===== src/rtl/burner_pkg.sv =====
// shared constants, timings, encodings and register map of the burner sequencer
package burner_pkg;

  // clock and time base
  localparam int CLK_HZ   = 125_000_000;
  localparam int TICK_MS  = 100;
  localparam int TICK_CYC = CLK_HZ / 1000 * TICK_MS;
  localparam int BOOT_CYC = 5;

  typedef logic [9:0] ticks_t;

  // phase times in ms
  localparam int AIR_TIMEOUT_MS = 60000;
  localparam int PREPURGE_MS    = 24000;
  localparam int STRAY_MS       = 5000;
  localparam int PREIGN_MS      = 3000;
  localparam int POSTIGN_V1_MS  = 2500;
  localparam int SAFETY_V1_MS   = 3000;
  localparam int STAGE2_V1_MS   = 12500;
  localparam int POSTIGN_V2_MS  = 4000;
  localparam int SAFETY_V2_MS   = 5000;
  localparam int STAGE2_V2_MS   = 14000;
  localparam int QUICK_FAN_MS   = 2500;
  localparam int QUICK_LOCK_MS  = 10000;
  localparam int BTN_HOLD_MS    = 3000;
  localparam int LOCK_STEADY_MS = 10000;
  localparam int LOCK_PAUSE_MS  = 600;
  localparam int LOCK_CODE_MS   = 1200;
  localparam int PHASE_FRAME_MS = 2000;

  // the same times in ticks; longest times round down, least times round up
  localparam ticks_t AIR_TIMEOUT_TK = ticks_t'(AIR_TIMEOUT_MS / TICK_MS);
  localparam ticks_t PREPURGE_TK    = ticks_t'((PREPURGE_MS + TICK_MS - 1) / TICK_MS);
  localparam ticks_t STRAY_TK       = ticks_t'((STRAY_MS + TICK_MS - 1) / TICK_MS);
  localparam ticks_t PREIGN_TK      = ticks_t'((PREIGN_MS + TICK_MS - 1) / TICK_MS);
  localparam ticks_t POSTIGN_V1_TK  = ticks_t'(POSTIGN_V1_MS / TICK_MS);
  localparam ticks_t SAFETY_V1_TK   = ticks_t'(SAFETY_V1_MS / TICK_MS);
  localparam ticks_t STAGE2_V1_TK   = ticks_t'((STAGE2_V1_MS + TICK_MS - 1) / TICK_MS);
  localparam ticks_t POSTIGN_V2_TK  = ticks_t'(POSTIGN_V2_MS / TICK_MS);
  localparam ticks_t SAFETY_V2_TK   = ticks_t'(SAFETY_V2_MS / TICK_MS);
  localparam ticks_t STAGE2_V2_TK   = ticks_t'((STAGE2_V2_MS + TICK_MS - 1) / TICK_MS);
  localparam ticks_t QUICK_FAN_TK   = ticks_t'(QUICK_FAN_MS / TICK_MS);
  localparam ticks_t QUICK_LOCK_TK  = ticks_t'((QUICK_LOCK_MS + TICK_MS - 1) / TICK_MS);
  localparam ticks_t BTN_HOLD_TK    = ticks_t'(BTN_HOLD_MS / TICK_MS);
  localparam ticks_t LOCK_STEADY_TK = ticks_t'(LOCK_STEADY_MS / TICK_MS);
  localparam ticks_t LOCK_PAUSE_TK  = ticks_t'(LOCK_PAUSE_MS / TICK_MS);
  localparam ticks_t LOCK_CODE_TK   = ticks_t'(LOCK_CODE_MS / TICK_MS);
  localparam ticks_t PHASE_FRAME_TK = ticks_t'(PHASE_FRAME_MS / TICK_MS);

  // sequencer states, gray along the start-up path
  typedef enum logic [3:0] {
    ST_IDLE       = 4'h0,
    ST_AIR_WAIT   = 4'h1,
    ST_PREPURGE   = 4'h3,
    ST_STRAY      = 4'h2,
    ST_PREIGN     = 4'h6,
    ST_SAFETY     = 4'h7,
    ST_POSTIGN    = 4'h5,
    ST_STAGE2     = 4'h4,
    ST_RUN        = 4'hC,
    ST_LOCKOUT    = 4'hD,
    ST_QUICK_FAN  = 4'hF,
    ST_QUICK_LOCK = 4'hE,
    ST_UV_WAIT    = 4'hA
  } state_e;

  // lockout causes
  typedef enum logic [2:0] {
    CAUSE_NONE        = 3'h0,
    CAUSE_SAFETY      = 3'h1,
    CAUSE_STRAY       = 3'h2,
    CAUSE_AIR_CLOSED  = 3'h3,
    CAUSE_AIR_TIMEOUT = 3'h4,
    CAUSE_AIR_OPENED  = 3'h5,
    CAUSE_FLAME_LOSS  = 3'h6
  } cause_e;

  // phase flash patterns, one bit per tick, bit 0 first
  localparam logic [19:0] PAT_IDLE     = 20'h00000;
  localparam logic [19:0] PAT_AIR_WAIT = 20'h00005;
  localparam logic [19:0] PAT_PREPURGE = 20'h00015;
  localparam logic [19:0] PAT_PREIGN   = 20'h00055;
  localparam logic [19:0] PAT_SAFETY   = 20'h00057;
  localparam logic [19:0] PAT_STAGE2   = 20'h00157;
  localparam logic [19:0] PAT_RUN      = 20'h00007;
  localparam logic [19:0] PAT_UV_WAIT  = 20'h00077;

  // lockout cause flash codes, one bit per tick
  localparam logic [11:0] CODE_SAFETY      = 12'h001;
  localparam logic [11:0] CODE_STRAY       = 12'h005;
  localparam logic [11:0] CODE_AIR_CLOSED  = 12'h015;
  localparam logic [11:0] CODE_AIR_TIMEOUT = 12'h007;
  localparam logic [11:0] CODE_AIR_OPENED  = 12'h017;
  localparam logic [11:0] CODE_FLAME_LOSS  = 12'h077;

  // register map
  localparam logic [3:0] REG_CTRL         = 4'h0;
  localparam logic [3:0] REG_STATUS       = 4'h1;
  localparam int         CTRL_RUN_EN_BIT  = 0;
  localparam logic [7:0] CTRL_RESET       = 8'h01;
  localparam int         STATUS_CAUSE_LSB = 4;
  localparam int         STATUS_LOCK_BIT  = 7;

endpackage


===== src/rtl/burner_sequencer.sv =====
// two-stage burner safety sequencer with supervision, lockout store and led information display
//
// Contract
// - after start, wait for air switch; lockout air time-out after 60 s
// - pre-purge 24 s and pre-ignition 3 s in both variants
// - variant parameter picks post-ignition, safety time and second-stage delay
// - flame seen in 5 s window after pre-purge gives stray-light lockout
// - no flame at end of safety time gives safety-time lockout
// - air switch opening during start-up or running gives immediate lockout
// - flame loss while running locks out directly, no restart attempt
// - lockout cause written to nonvolatile store, shown again after power loss
// - outside lockout the led shows a flash pattern per phase, stray window as pre-purge, post-ignition as safety, quick fan dark
// - in lockout the led starts lit and the display cycle repeats until reset
// - lockout cycle is 10 s steady, 0.6 s dark, 1.2 s cause code
// - button press in lockout clears it and starts a new start-up
// - external button is ORed with the built-in one
// - button held over 3 s then released during sequence makes a shutdown
// - undervoltage during sequence makes safety shutdown into a waiting state
// - supply-good restarts from waiting; start only allowed with supply-good
// - air closed at start: brief fan, quick lockout, 10 s, one retry
module burner_sequencer #(
  parameter int TICK_CYC = burner_pkg::TICK_CYC,
  parameter bit VARIANT  = 1'b0
) (
  // clock and reset
  input  wire logic       SYS_CLK_I,
  input  wire logic       RST_N_I,
  // demand and field contacts
  input  wire logic       START_REQ_I,
  input  wire logic       AIR_PROVING_CONTACT_I,
  input  wire logic       FLAME_I,
  input  wire logic       BUTTON_INT_I,
  input  wire logic       BUTTON_EXT_I,
  // supply monitor
  input  wire logic       SUPPLY_LOW_I,
  input  wire logic       SUPPLY_GOOD_I,
  // nonvolatile cause store
  input  wire logic [2:0] NV_CAUSE_I,
  output logic            NV_WR_O,
  output logic      [2:0] NV_CAUSE_O,
  // register port
  input  wire logic [3:0] ADDR_I,
  input  wire logic [7:0] WDATA_I,
  input  wire logic       WR_I,
  input  wire logic       RD_I,
  output logic      [7:0] RDATA_O,
  // actuators and indicators
  output logic            FAN_MOTOR_O,
  output logic            IGNITION_O,
  output logic            FIRST_STAGE_VALVE_O,
  output logic            SECOND_STAGE_VALVE_O,
  output logic            ALARM_O,
  output logic            LED_O
);

  typedef burner_pkg::ticks_t ticks_t;

  // phase flash pattern bit per state and frame tick
  function automatic logic phase_pat(input burner_pkg::state_e s, input logic [4:0] i);
    logic [19:0] p;
    p = burner_pkg::PAT_IDLE;
    case (s)
      burner_pkg::ST_AIR_WAIT:  p = burner_pkg::PAT_AIR_WAIT;
      burner_pkg::ST_PREPURGE,
      burner_pkg::ST_STRAY:     p = burner_pkg::PAT_PREPURGE;
      burner_pkg::ST_PREIGN:    p = burner_pkg::PAT_PREIGN;
      burner_pkg::ST_SAFETY,
      burner_pkg::ST_POSTIGN:   p = burner_pkg::PAT_SAFETY;
      burner_pkg::ST_STAGE2:    p = burner_pkg::PAT_STAGE2;
      burner_pkg::ST_RUN:       p = burner_pkg::PAT_RUN;
      burner_pkg::ST_UV_WAIT:   p = burner_pkg::PAT_UV_WAIT;
      default:                  p = burner_pkg::PAT_IDLE;
    endcase
    return p[i];
  endfunction

  // cause flash code
  function automatic logic [11:0] cause_code(input burner_pkg::cause_e c);
    logic [11:0] k;
    k = 12'h000;
    case (c)
      burner_pkg::CAUSE_SAFETY:      k = burner_pkg::CODE_SAFETY;
      burner_pkg::CAUSE_STRAY:       k = burner_pkg::CODE_STRAY;
      burner_pkg::CAUSE_AIR_CLOSED:  k = burner_pkg::CODE_AIR_CLOSED;
      burner_pkg::CAUSE_AIR_TIMEOUT: k = burner_pkg::CODE_AIR_TIMEOUT;
      burner_pkg::CAUSE_AIR_OPENED:  k = burner_pkg::CODE_AIR_OPENED;
      burner_pkg::CAUSE_FLAME_LOSS:  k = burner_pkg::CODE_FLAME_LOSS;
      default:                       k = 12'h000;
    endcase
    return k;
  endfunction

  // synchronised field inputs
  logic [9:0] sync_w;
  logic       demand_w;
  logic       air_w;
  logic       flame_w;
  logic       btn_w;
  logic       low_w;
  logic       good_w;
  logic [2:0] nv_in_w;

  pin_sync #(.W(10)) u_sync (
    .clk_i   (SYS_CLK_I),
    .rst_n_i (RST_N_I),
    .d_i     ({NV_CAUSE_I, SUPPLY_GOOD_I, SUPPLY_LOW_I, BUTTON_EXT_I, BUTTON_INT_I,
               FLAME_I, AIR_PROVING_CONTACT_I, START_REQ_I}),
    .q_o     (sync_w)
  );

  assign demand_w = sync_w[0];
  assign air_w    = sync_w[1];
  assign flame_w  = sync_w[2];
  assign btn_w    = sync_w[3] | sync_w[4];
  assign low_w    = sync_w[5];
  assign good_w   = sync_w[6];
  assign nv_in_w  = sync_w[9:7];

  // state and bookkeeping
  burner_pkg::state_e state_q, state_d;
  burner_pkg::cause_e cause_q, cause_d;
  logic        retry_q, retry_d;
  logic [2:0]  boot_q;
  logic        boot_done_w;
  logic        boot_last_w;
  logic [23:0] pre_q;
  logic        tick_w;
  logic        chg_w;
  ticks_t      tmr_q;
  ticks_t      len_w;
  logic        done_w;

  assign boot_done_w = (boot_q == 3'(burner_pkg::BOOT_CYC));
  assign boot_last_w = (boot_q == 3'(burner_pkg::BOOT_CYC - 1));
  assign chg_w       = (state_d != state_q);
  assign tick_w      = (pre_q == 24'(TICK_CYC - 1));
  assign done_w      = tick_w && (tmr_q == len_w - ticks_t'(1));

  // phase length; only the variant phases depend on the parameter
  assign len_w =
    (state_q == burner_pkg::ST_AIR_WAIT)   ? burner_pkg::AIR_TIMEOUT_TK :
    (state_q == burner_pkg::ST_PREPURGE)   ? burner_pkg::PREPURGE_TK :
    (state_q == burner_pkg::ST_STRAY)      ? burner_pkg::STRAY_TK :
    (state_q == burner_pkg::ST_PREIGN)     ? burner_pkg::PREIGN_TK :
    (state_q == burner_pkg::ST_SAFETY)     ?
      (VARIANT ? burner_pkg::SAFETY_V2_TK : burner_pkg::SAFETY_V1_TK) :
    (state_q == burner_pkg::ST_POSTIGN)    ?
      (VARIANT ? burner_pkg::POSTIGN_V2_TK : burner_pkg::POSTIGN_V1_TK) :
    (state_q == burner_pkg::ST_STAGE2)     ?
      (VARIANT ? burner_pkg::STAGE2_V2_TK : burner_pkg::STAGE2_V1_TK) :
    (state_q == burner_pkg::ST_QUICK_FAN)  ? burner_pkg::QUICK_FAN_TK :
    (state_q == burner_pkg::ST_QUICK_LOCK) ? burner_pkg::QUICK_LOCK_TK : ticks_t'(0);

  // button edges and long-hold tracking
  logic   btn_prev_q;
  logic   hold_arm_q;
  ticks_t hold_q;
  logic   press_w;
  logic   release_w;
  logic   long_rel_w;

  assign press_w    = btn_w & ~btn_prev_q;
  assign release_w  = ~btn_w & btn_prev_q;
  assign long_rel_w = release_w & hold_arm_q & (hold_q > burner_pkg::BTN_HOLD_TK);

  // register port state
  logic [7:0] ctrl_q;
  logic       run_en_w;
  logic       in_seq_w;
  logic       air_sup_w;
  logic       start_ok_w;

  assign run_en_w   = ctrl_q[burner_pkg::CTRL_RUN_EN_BIT];
  assign start_ok_w = demand_w & run_en_w & good_w & ~low_w;
  assign in_seq_w   = (state_q inside {burner_pkg::ST_AIR_WAIT, burner_pkg::ST_PREPURGE,
                       burner_pkg::ST_STRAY, burner_pkg::ST_PREIGN, burner_pkg::ST_SAFETY,
                       burner_pkg::ST_POSTIGN, burner_pkg::ST_STAGE2, burner_pkg::ST_RUN});
  assign air_sup_w  = in_seq_w && (state_q != burner_pkg::ST_AIR_WAIT);

  // next state; later assignments override earlier ones, undervoltage last
  always_comb begin
    state_d = state_q;
    cause_d = cause_q;
    retry_d = retry_q;
    if (!boot_done_w) begin
      if (boot_last_w && (nv_in_w != 3'(burner_pkg::CAUSE_NONE))) begin
        state_d = burner_pkg::ST_LOCKOUT;
        cause_d = burner_pkg::cause_e'(nv_in_w);
      end
    end else begin
      unique case (state_q)
        burner_pkg::ST_IDLE: begin
          retry_d = 1'b0;
          if (start_ok_w) begin
            state_d = air_w ? burner_pkg::ST_QUICK_FAN : burner_pkg::ST_AIR_WAIT;
          end
        end
        burner_pkg::ST_QUICK_FAN: begin
          if (done_w && !air_w) begin
            state_d = burner_pkg::ST_AIR_WAIT;
          end else if (done_w && retry_q) begin
            state_d = burner_pkg::ST_LOCKOUT;
            cause_d = burner_pkg::CAUSE_AIR_CLOSED;
          end else if (done_w) begin
            state_d = burner_pkg::ST_QUICK_LOCK;
          end
        end
        burner_pkg::ST_QUICK_LOCK: begin
          if (done_w) begin
            state_d = burner_pkg::ST_QUICK_FAN;
            retry_d = 1'b1;
          end
        end
        burner_pkg::ST_AIR_WAIT: begin
          if (air_w) begin
            state_d = burner_pkg::ST_PREPURGE;
          end else if (done_w) begin
            state_d = burner_pkg::ST_LOCKOUT;
            cause_d = burner_pkg::CAUSE_AIR_TIMEOUT;
          end
        end
        burner_pkg::ST_PREPURGE: begin
          if (done_w) state_d = burner_pkg::ST_STRAY;
        end
        burner_pkg::ST_STRAY: begin
          if (flame_w) begin
            state_d = burner_pkg::ST_LOCKOUT;
            cause_d = burner_pkg::CAUSE_STRAY;
          end else if (done_w) begin
            state_d = burner_pkg::ST_PREIGN;
          end
        end
        burner_pkg::ST_PREIGN: begin
          if (done_w) state_d = burner_pkg::ST_SAFETY;
        end
        burner_pkg::ST_SAFETY: begin
          if (done_w && flame_w) begin
            state_d = burner_pkg::ST_POSTIGN;
          end else if (done_w) begin
            state_d = burner_pkg::ST_LOCKOUT;
            cause_d = burner_pkg::CAUSE_SAFETY;
          end
        end
        burner_pkg::ST_POSTIGN,
        burner_pkg::ST_STAGE2,
        burner_pkg::ST_RUN: begin
          if (!flame_w) begin
            state_d = burner_pkg::ST_LOCKOUT;
            cause_d = burner_pkg::CAUSE_FLAME_LOSS;
          end else if (done_w && (state_q == burner_pkg::ST_POSTIGN)) begin
            state_d = burner_pkg::ST_STAGE2;
          end else if (done_w && (state_q == burner_pkg::ST_STAGE2)) begin
            state_d = burner_pkg::ST_RUN;
          end
        end
        burner_pkg::ST_LOCKOUT: begin
          if (press_w) begin
            state_d = burner_pkg::ST_IDLE;
            cause_d = burner_pkg::CAUSE_NONE;
          end
        end
        burner_pkg::ST_UV_WAIT: begin
          if (good_w && !low_w) state_d = burner_pkg::ST_IDLE;
        end
        default: begin
          state_d = burner_pkg::ST_LOCKOUT; // illegal code fails safe
        end
      endcase
      // normal shutdown: demand gone, software disable, long button hold
      if (in_seq_w && (!demand_w || !run_en_w || long_rel_w)) begin
        state_d = burner_pkg::ST_IDLE;
      end
      if (air_sup_w && !air_w) begin
        state_d = burner_pkg::ST_LOCKOUT;
        cause_d = burner_pkg::CAUSE_AIR_OPENED;
      end
      if (in_seq_w && low_w) begin
        state_d = burner_pkg::ST_UV_WAIT;
        cause_d = cause_q;
      end
    end
  end

  // sequencer registers; prescaler restarts with each phase so phases are exact
  always_ff @(posedge SYS_CLK_I or negedge RST_N_I) begin
    if (!RST_N_I) begin
      state_q <= burner_pkg::ST_IDLE;
      cause_q <= burner_pkg::CAUSE_NONE;
      retry_q <= 1'b0;
      boot_q  <= 3'h0;
      pre_q   <= 24'h000000;
      tmr_q   <= '0;
    end else begin
      state_q <= state_d;
      cause_q <= cause_d;
      retry_q <= retry_d;
      boot_q  <= boot_done_w ? boot_q : boot_q + 3'h1;
      pre_q   <= (chg_w || tick_w) ? 24'h000000 : pre_q + 24'h000001;
      tmr_q   <= chg_w ? ticks_t'(0) : (tick_w ? tmr_q + ticks_t'(1) : tmr_q);
    end
  end

  // button hold: armed only by a press outside lockout, so a reset press cannot shut down
  always_ff @(posedge SYS_CLK_I or negedge RST_N_I) begin
    if (!RST_N_I) begin
      btn_prev_q <= 1'b0;
      hold_arm_q <= 1'b0;
      hold_q     <= '0;
    end else begin
      btn_prev_q <= btn_w;
      hold_arm_q <= (press_w && in_seq_w) || (hold_arm_q && btn_w && in_seq_w);
      if (press_w) begin
        hold_q <= '0;
      end else if (tick_w && btn_w && (hold_q <= burner_pkg::BTN_HOLD_TK)) begin
        hold_q <= hold_q + ticks_t'(1);
      end
    end
  end

  // led display counters
  logic [6:0]  lcnt_q;
  logic [4:0]  pidx_q;
  logic        lock_disp_w;
  logic [11:0] code_w;
  logic        led_lock_w;
  logic        led_d;
  logic [6:0]  steady_w;
  logic [6:0]  dark_end_w;
  logic [6:0]  cycle_w;

  assign steady_w    = 7'(burner_pkg::LOCK_STEADY_TK);
  assign dark_end_w  = 7'(burner_pkg::LOCK_STEADY_TK + burner_pkg::LOCK_PAUSE_TK);
  assign cycle_w     = 7'(burner_pkg::LOCK_STEADY_TK + burner_pkg::LOCK_PAUSE_TK + burner_pkg::LOCK_CODE_TK);
  assign lock_disp_w = (state_q == burner_pkg::ST_LOCKOUT) || (state_q == burner_pkg::ST_QUICK_LOCK);
  assign code_w      = cause_code((state_q == burner_pkg::ST_QUICK_LOCK) ?
                                  burner_pkg::CAUSE_AIR_CLOSED : cause_q);
  assign led_lock_w  = (lcnt_q < steady_w) ? 1'b1 :
                       (lcnt_q < dark_end_w) ? 1'b0 :
                       code_w[4'(lcnt_q - dark_end_w)];
  assign led_d       = lock_disp_w ? led_lock_w : phase_pat(state_q, pidx_q);

  // display cycles repeat endlessly until the state moves on
  always_ff @(posedge SYS_CLK_I or negedge RST_N_I) begin
    if (!RST_N_I) begin
      lcnt_q <= 7'h00;
      pidx_q <= 5'h00;
    end else if (chg_w) begin
      lcnt_q <= 7'h00;
      pidx_q <= 5'h00;
    end else if (tick_w) begin
      lcnt_q <= (lcnt_q == cycle_w - 7'h01) ? 7'h00 : lcnt_q + 7'h01;
      pidx_q <= (pidx_q == 5'(burner_pkg::PHASE_FRAME_TK - 1)) ? 5'h00 : pidx_q + 5'h01;
    end
  end

  // actuators from the next state, so outputs change with the state register
  logic fan_d;
  logic ign_d;
  logic v1_d;
  logic v2_d;
  logic alarm_d;
  logic nv_wr_d;

  assign fan_d   = (state_d inside {burner_pkg::ST_QUICK_FAN, burner_pkg::ST_AIR_WAIT,
                    burner_pkg::ST_PREPURGE, burner_pkg::ST_STRAY, burner_pkg::ST_PREIGN,
                    burner_pkg::ST_SAFETY, burner_pkg::ST_POSTIGN, burner_pkg::ST_STAGE2,
                    burner_pkg::ST_RUN});
  assign ign_d   = (state_d inside {burner_pkg::ST_PREIGN, burner_pkg::ST_SAFETY,
                    burner_pkg::ST_POSTIGN});
  assign v1_d    = (state_d inside {burner_pkg::ST_SAFETY, burner_pkg::ST_POSTIGN,
                    burner_pkg::ST_STAGE2, burner_pkg::ST_RUN});
  assign v2_d    = (state_d == burner_pkg::ST_RUN);
  assign alarm_d = (state_d == burner_pkg::ST_LOCKOUT) || (state_d == burner_pkg::ST_QUICK_LOCK);
  assign nv_wr_d = boot_done_w && chg_w &&
                   ((state_d == burner_pkg::ST_LOCKOUT) || (state_q == burner_pkg::ST_LOCKOUT));

  always_ff @(posedge SYS_CLK_I or negedge RST_N_I) begin
    if (!RST_N_I) begin
      FAN_MOTOR_O          <= 1'b0;
      IGNITION_O           <= 1'b0;
      FIRST_STAGE_VALVE_O  <= 1'b0;
      SECOND_STAGE_VALVE_O <= 1'b0;
      ALARM_O              <= 1'b0;
      LED_O                <= 1'b0;
      NV_WR_O              <= 1'b0;
      NV_CAUSE_O           <= 3'h0;
    end else begin
      FAN_MOTOR_O          <= fan_d;
      IGNITION_O           <= ign_d;
      FIRST_STAGE_VALVE_O  <= v1_d;
      SECOND_STAGE_VALVE_O <= v2_d;
      ALARM_O              <= alarm_d;
      LED_O                <= led_d;
      NV_WR_O              <= nv_wr_d;
      NV_CAUSE_O           <= cause_d;
    end
  end

  // register port: control written, status read back one cycle later
  logic [7:0] status_w;
  logic [7:0] rmux_w;

  assign status_w = {lock_disp_w, cause_q, state_q};
  assign rmux_w   = (ADDR_I == burner_pkg::REG_CTRL)   ? ctrl_q :
                    (ADDR_I == burner_pkg::REG_STATUS) ? status_w : 8'h00;

  always_ff @(posedge SYS_CLK_I or negedge RST_N_I) begin
    if (!RST_N_I) begin
      ctrl_q  <= burner_pkg::CTRL_RESET;
      RDATA_O <= 8'h00;
    end else begin
      if (WR_I && (ADDR_I == burner_pkg::REG_CTRL)) begin
        ctrl_q <= WDATA_I & 8'h01;
      end
      RDATA_O <= RD_I ? rmux_w : 8'h00;
    end
  end

endmodule


===== src/rtl/pin_sync.sv =====
// three-stage input synchroniser that accepts a change once stages two and three agree
module pin_sync #(
  parameter int W = 1
) (
  input  wire logic         clk_i,
  input  wire logic         rst_n_i,
  input  wire logic [W-1:0] d_i,
  output logic      [W-1:0] q_o
);

  logic [W-1:0] s1_q;
  logic [W-1:0] s2_q;
  logic [W-1:0] s3_q;

  // shift chain; s1 feeds s2 only, so no logic sees a metastable level
  always_ff @(posedge clk_i or negedge rst_n_i) begin
    if (!rst_n_i) begin
      s1_q <= '0;
      s2_q <= '0;
      s3_q <= '0;
    end else begin
      s1_q <= d_i;
      s2_q <= s1_q;
      s3_q <= s2_q;
    end
  end

  // each bit follows only when the last two stages agree
  genvar gi;
  generate
    for (gi = 0; gi < W; gi++) begin : g_bit
      always_ff @(posedge clk_i or negedge rst_n_i) begin
        if (!rst_n_i) begin
          q_o[gi] <= 1'b0;
        end else if (s2_q[gi] == s3_q[gi]) begin
          q_o[gi] <= s3_q[gi];
        end
      end
    end
  endgenerate

endmodule


===== config.mk =====
export PLATFORM = sky130hd
export DESIGN_NAME = burner_sequencer
export DESIGN_NICKNAME = d
export VERILOG_FILES = /design/src/rtl/burner_pkg.sv /design/src/rtl/burner_sequencer.sv /design/src/rtl/pin_sync.sv
export SDC_FILE = /design/constraint.sdc
export NUM_CORES = 1
export LEC_CHECK = 0
export ABC_AREA = 1
export ABC_CLOCK_PERIOD_IN_PS = 4660
export BUFFER_PORTS_ARGS = -buffer_cell sky130_fd_sc_hd__buf_2
export CORE_AREA = 8 8 149 207
export CTS_CLUSTER_DIAMETER = 120
export DETAILED_ROUTE_END_ITERATION = 6
export DIE_AREA = 0 0 157 215
export GPL_TIMING_DRIVEN = 0
export PLACE_DENSITY = 0.46
export SYNTH_ARGS = -nofsm -noshare
export SYNTH_HDL_FRONTEND = slang
export SYNTH_SLANG_ARGS = --single-unit

===== constraint.sdc =====
create_clock -name SYS_CLK_I -period 4.66 [get_ports SYS_CLK_I]
set_input_delay 0.699 -clock SYS_CLK_I [delete_from_list [all_inputs] [get_ports SYS_CLK_I]]
set_output_delay 0.699 -clock SYS_CLK_I [all_outputs]
set_load 0.01 [all_outputs]

-- After elaboration in Yosys (flattened, before gate mapping)
Memory sizes are Yosys's and may differ from the RTL's.
Cells that the tools add are included.
- add/sub/neg operators: 8
- order comparisons: 6
- equal/unequal tests: 60
- multiplexer cells: 72
- bitwise operators: 11
- reductions and logical operators: 45
- operators by type and width (kind ; count):
    $mux W4 ; 23
    $mux W7 ; 10
    $mux W10 ; 5
    $pmux W4 S11 ; 1
    $mux W3 ; 14
    $pmux W7 S6 ; 1
    $eq A4 B4 Y1 const B ; 9
    $eq A4 B3 Y1 const B ; 8
    $mux W8 ; 4
    $add A24 B1 Y24 const B ; 1
    $eq A24 B24 Y1 const B ; 1
    $mux W24 ; 1
    $add A10 B1 Y10 const B ; 2
    $logic_and A1 B1 Y1 ; 20
    $pmux W3 S6 ; 1
    $eq A4 B2 Y1 const B ; 4
    $ne A4 B3 Y1 const B ; 4
    $eq A3 B3 Y1 const B ; 5
    $mux W5 ; 3
    $lt A7 B7 Y1 const B ; 2
    $eq A4 B1 Y1 const B ; 3
    $ne A4 B4 Y1 const B ; 3
    $reduce_and A12 Y1 ; 1
    $eq A1 B1 Y1 ; 10
    other kinds (36) ; 66
- register bits: 125
- memory bits (read-only): 112
- bits of input ports: 26
- word-level logic and storage cells: 236
- memories: 1
- memory list (memory ; depth ; width ; read ports ; clocked after Yosys merged registers in ; wr ports ; RTL line ; RTL):
    (name not given) ; 16 ; 7 ; 1 ; 0 ; 0 ; burner_sequencer.sv:62 ; case (s)

-- Depth between registers and ports, before layout
- word-level depth: 25
- mapped depth: 28
- mapped depth without buffers: 27

-- By module
From an unflattened synthesis, not the netlist that was laid out.
- cell total of the unflattened synthesis: 848
- area, all modules: 7173.1 um2
- by module, submodules not included (module ; instances ; cells each ; area each (um2) ; sequential area each (um2)):
    burner_sequencer ; 1 ; 768 ; 6009.5 ; 2128.3
    pin_sync ; 1 ; 80 ; 1163.6 ; 1001.0

-- Least setup slack after synthesis
No wires, ideal clock.
- kind: register -> register
- from: register state_q[3]
- to: register pre_q[14]
- library setup time: 0.128 ns
- arrival time: 2.815 ns
- path slack: 1.718 ns
- stages on the path, launching flop included: 28
- period minus slack after synthesis: 2.942 ns
- cells stage by stage: dfrtp_1 buf_6 nor2_8 nand2_2 inv_2 nor2_1 ha_1 xor2_1 nand2_1 inv_1 nand2_1 nor2_2 nand2_1 nor2_1 nand3_2 nand2_1 nand2_1 nor2_1 nand2_1 nand2_2 nand2_1 nand2_1 nand2_1 nand3_1 nor2_4 nand3_4 buf_8 nor2_4
- word-level cells in the longest chain between the ends: 25
- elaborated cells between the ends (all ways): 63
- those cells by class: 1 x add/sub; 15 x eq/ne; 33 x mux; 14 x reduce/logical
- ends and longest elaborated chain (item ; RTL line ; RTL):
    start, declared ; burner_sequencer.sv:120 ; burner_pkg::state_e state_q, state_d;
    start signal, assigned ; burner_sequencer.sv:287 ; state_q <= burner_pkg::ST_IDLE;
    start signal, assigned ; burner_sequencer.sv:294 ; state_q <= state_d;
    $eq A4 B4 Y1 ; burner_sequencer.sv:152, burner_sequencer.sv:191 ;
    $mux W7 ; burner_sequencer.sv:152 ; (state_q == burner_pkg::ST_QUICK_LOCK) ? burner_pkg::QUICK_LOCK_TK : ticks_t'(0);
    $mux W7 ; burner_sequencer.sv:151 ; (state_q == burner_pkg::ST_QUICK_FAN) ? burner_pkg::QUICK_FAN_TK :
    $mux W7 ; burner_sequencer.sv:149 ; (state_q == burner_pkg::ST_STAGE2) ?
    $mux W7 ; burner_sequencer.sv:147 ; (state_q == burner_pkg::ST_POSTIGN) ?
    $mux W7 ; burner_sequencer.sv:145 ; (state_q == burner_pkg::ST_SAFETY) ?
    $mux W7 ; burner_sequencer.sv:144 ; (state_q == burner_pkg::ST_PREIGN) ? burner_pkg::PREIGN_TK :
    $mux W7 ; burner_sequencer.sv:143 ; (state_q == burner_pkg::ST_STRAY) ? burner_pkg::STRAY_TK :
    [10 not listed] ; - ;
    $mux W4 ; burner_sequencer.sv:270 ; if (in_seq_w && (!demand_w || !run_en_w || long_rel_w)) begin
    $mux W4 ; burner_sequencer.sv:273 ; if (air_sup_w && !air_w) begin
    $mux W4 (*) ; burner_sequencer.sv:277 ; if (in_seq_w && low_w) begin
    $mux W4 (*) ; burner_sequencer.sv:185 ; if (!boot_done_w) begin
    net state_d[1] ; burner_sequencer.sv:120 ;
    $ne A4 B4 Y1 (*) ; burner_sequencer.sv:135 ; assign chg_w = (state_d != state_q);
    $logic_or A1 B1 Y1 (*) ; burner_sequencer.sv:298 ; pre_q <= (chg_w || tick_w) ? 24'h000000 : pre_q + 24'h000001;
    $mux W24 (*) ; burner_sequencer.sv:298 ;
    end signal, assigned ; burner_sequencer.sv:298 ;
    end, declared ; burner_sequencer.sv:126 ; logic [23:0] pre_q;
The timed path passes the listed nets; every way through them passes the cells marked *.
A chain may end at the register's enable or synchronous reset.

-- Final worst setup path
- from: register state_q[3]
- to: register pre_q[11]
- word-level cells in the longest chain between the ends: 25
- elaborated cells between the ends (all ways): 63
- those cells by class: 1 x add/sub; 15 x eq/ne; 33 x mux; 14 x reduce/logical
- ends and longest elaborated chain (item ; RTL line ; RTL):
    $eq A4 B4 Y1 ; burner_sequencer.sv:152, burner_sequencer.sv:191 ;
    $mux W7 ; burner_sequencer.sv:152 ;
    $mux W7 ; burner_sequencer.sv:151 ;
    $mux W7 ; burner_sequencer.sv:149 ;
    $mux W7 ; burner_sequencer.sv:147 ;
    $mux W7 ; burner_sequencer.sv:145 ;
    $mux W7 ; burner_sequencer.sv:144 ;
    $mux W7 ; burner_sequencer.sv:143 ;
    [9 not listed] ; - ;
    $pmux W4 S11 ; burner_sequencer.sv:191 ; unique case (state_q)
    $mux W4 ; burner_sequencer.sv:270 ;
    $mux W4 ; burner_sequencer.sv:273 ;
    $mux W4 ; burner_sequencer.sv:277 ;
    $mux W4 ; burner_sequencer.sv:185 ;
    $ne A4 B4 Y1 (*) ; burner_sequencer.sv:135 ;
    $logic_or A1 B1 Y1 (*) ; burner_sequencer.sv:298 ;
    $mux W24 (*) ; burner_sequencer.sv:298 ;
Every way passes the cells marked *; elsewhere a longest branch is shown, timed or not.

==> results by group <==
Final layout
  • Fillers: just under 3000
  • Layout cells sized above 1: about a fifth
  • Finished Core Util: 29.0%
  • Area growth syn-to-layout: 18.6%
  • # diodes: 0
  • Layout net count: 887
  • Leading cell type in the layout, fill and taps excluded: nand2_1
  • Most frequent cells in the layout: 158 x nand2_1, 124 x dfrtp_1, 96 x inv_1

Global routing
  • Number of global-route vias before repair: between 5000 and 6000
  • First-pass GRT wire length: ~29000 um
  • Total gr overflow: 0
  • Antenna violations before repair: 0
  • Total GRT Usage: 10.8%
  • Largest net degree at the start of global routing: 74

Setup path
  • Max Fanout on Critical Path: 10
  • Reg-to-Reg Start: state_q[3]
  • Worst reg2reg setup slack: 1.00 ns
  • CP Launch Type: flip-flop
  • Worst Reg-to-Reg Cells: 25
  • Signal arrival time at the worst endpoint: 4.02 ns
  • R2r endpoint: pre_q[11]
  • Worst setup EP type: flip-flop
  • CP required: 5.02 ns
  • Critical path type: reg -> reg

Floorplan
  • Die height: around 220 um
  • Die ar.: roughly 34000 sq um
  • Core footprint: 27900 sq um
  • Initial Util: 24.5%
  • # IOs: between 40 and 50
  • Die W: 157 um
  • Row count: 73

Run status
  • Status: complete, no violations

Detailed routing
  • Number of vias per cell: about 4.3
  • Avg WL per Cell: 13.7 um
  • Initial DRC Count: 254
  • Detail Route Antenna Nets: 0
  • Drt drc: 0
  • Total Wirelength: 16900 um
  • Pre-antenna DRT Iters: 4
  • DR vias: 5326

Pwr
  • Pwr/cell area: roughly 550 nW/um^2
  • Leakage power: 3.55 nW
  • Pwr Total: roughly 4.4 mW
  • Max VDD drop: 0.296 mV

Synthesis
  • Register bit count reported by yosys: 125
  • Synth Area per Inst: 8.61 sq um
  • Synth cell types: 56
  • Syn Nets: 831
  • Number of flops mapped to enable cells by yosys: 0
  • Netlist Area Pre-Place: between 6000 and 7000 sq um
  • Seq/Total Area, Yosys: 45.9%
  • Main synth FF type: dfrtp_1
  • Yosys warnings: 0
  • Async SR Flop Fraction: 100%
  • Mapped Cells: 792

Clock tree
  • CTS tree: done
  • Clock root cell: clkbuf_16
  • Post-CTS Setup Bufs: 0
  • Hold Buf Count CTS: 0
  • Clk sinks: between 100 and 150
  • Clock Latency Late Sink: between 0.4 and 0.5 ns
  • Cts repair resizes: 0
  • Reg clk slew, reported paths: around 0.060 ns
  • Clock Path Buffers: 2
  • Clock buffer count from CTS: 17
  • H-tree depth: 4

Timing
  • Min setup slack post-route: 1.00 ns
  • FMAX: 0.273 GHz
  • Period utilization: 78.5%
  • Least-Margin Pin Slew: 0.807 ns
  • Fin crit period: 3.66 ns
  • Hold Fails Final Rpt: 0
  • Clock Skews: 0.0120 ns
  • Rel. slew slack: between 40% and 50%
  • Final setup fails: 0
  • Setup TNS: 0 ns
  • Number of max-slew violations in the final report: 0
  • RSZ-0062 raised after global routing: no

Placement
  • Gpl congestion: 0.900
  • Setup WS pre-CTS: 1.01 ns
  • Final HPWL DP: 12700 um
  • Port bufs: 36

Job
  • Max_cap viols: 0

Hold path
  • Hold Path Class: in -> async
-- sequential cells by signal, indices dropped and copies added, names as in the netlist, 4 cells and up --
signal / count
tmr_q: 10
hold_q: 10
pre_q: 24
u_sync.s2_q: 10
u_sync.s3_q: 10
state_q: 4
u_sync.q_o: 10
RDATA_O: 8
u_sync.s1_q: 10
lcnt_q: 7
pidx_q: 5
-- Yosys cell counts (all sizes together) (2+ instances only) --
cell,count,area [sq um]
a31oi,3,18.8
nand4,18,113
xor2,19,174
o31ai,3,22.5
nor3b,2,15.0
nand3,57,328
o21bai,2,15.0
nor3,16,80.1
nor2,130,746
ha,13,163
o21ai,31,159
dfrtp,124,3100
a21oi,29,183
a2111oi,2,17.5
nand2,174,727
o221ai,2,17.5
xnor2,5,43.8
nand3b,5,37.5
a211oi,3,22.5
maj3,10,100
nor4,8,50.1
inv,112,435
buf,10,116
-- worst max-delay path by stage --
| stage | slack, ns | cells past startpoint | startpoint | endpoint |
|---|---|---|---|---|
| 2_1_floorplan | 1.72 | 27 | state_q[3] | pre_q[14] |
| 3_3_place_gp | 0.95 | 26 | state_q[3] | pre_q[14] |
| 3_5_place_dp | 1.01 | 26 | state_q[3] | pre_q[11] |
| 4_1_cts | 0.98 | 26 | state_q[3] | pre_q[14] |
| 5_1_grt | 0.72 | 25 | state_q[3] | pre_q[7] |
| 6_report | 1.00 | 25 | state_q[3] | pre_q[11] |
-- logic make-up (layout without fill, tap and decap cells) --
group	after synthesis	in the layout	share of synthesized area (%)
AO/OA/AOI/OAI	83	83	7.71
XOR/XNOR	24	24	3.19
adder cells (fa/ha/maj)	23	23	3.85
buffers and inverters	123	192	8.15
flip-flops	125	125	45.9
multiplexers	1	1	0.165
AND/OR/NAND/NOR	413	413	31.0
-- where the power goes --
| group | internal (mW) | leakage [nW] | switching, mW |
|---|---|---|---|
| logic | 0.582 | 1.65 | 1.32 |
| registers | 1.18 | 1.61 | 0.0543 |
| clock network | 0.804 | 0.289 | 0.515 |
| total | 2.56 | 3.55 | 1.89 |
-- critical path: stages, from the launching register on --
cell and delay (ns):
dfrtp_1 0.40, inv_2 0.19, nand2_1 0.18, nor2_1 0.21, nor2_1 0.11, ha_1 0.23, inv_1 0.21, nor2_8 0.07
inv_2 0.06, nand2_1 0.05, nand2_1 0.09, nand2_1 0.09, nor2_4 0.21, nand3_2 0.20, nand2_1 0.12, nand2_1 0.06
a21oi_1 0.15, nand3_1 0.09, nand2_1 0.06, nand2_1 0.07, nand3_2 0.11, nand2_1 0.07, nand2_2 0.11, nand3_4 0.14
buf_8 0.22, nor2_4 0.08
-- cell type report --
| cell class | instances | area, sq um | area share, % |
|---|---|---|---|
| inverters | 112 | 435 | 5.39 |
| well taps | 375 | 469 | 5.81 |
| repair buffers | 37 | 214 | 2.65 |
| multi-input cells | 544 | 3130 | 38.8 |
| clock buffers | 19 | 443 | 5.48 |
| flip-flops and latches | 125 | 3130 | 38.7 |
| clock inverters | 13 | 139 | 1.72 |
| plain buffers | 11 | 120 | 1.49 |
-- per-stage QoR --
stage	instances	hold WS [ns]	instance area, sq um
2_1_floorplan	792	0.331	6820
5_1_grt	1236	0.260	8080
3_5_place_dp	1204	0.335	7500
3_3_place_gp	1203	0.334	7470
6_report	1236	0.224	8080
4_1_cts	1236	0.249	8080
-- routing by layer --
metal	GRT usage [%]	wire [um]
met2	18.6	8630
met4	6.17	741
met5	0	0
met3	2.29	494
met1	12.1	7050
No activity file was read; power rests on OpenSTA's default activity.
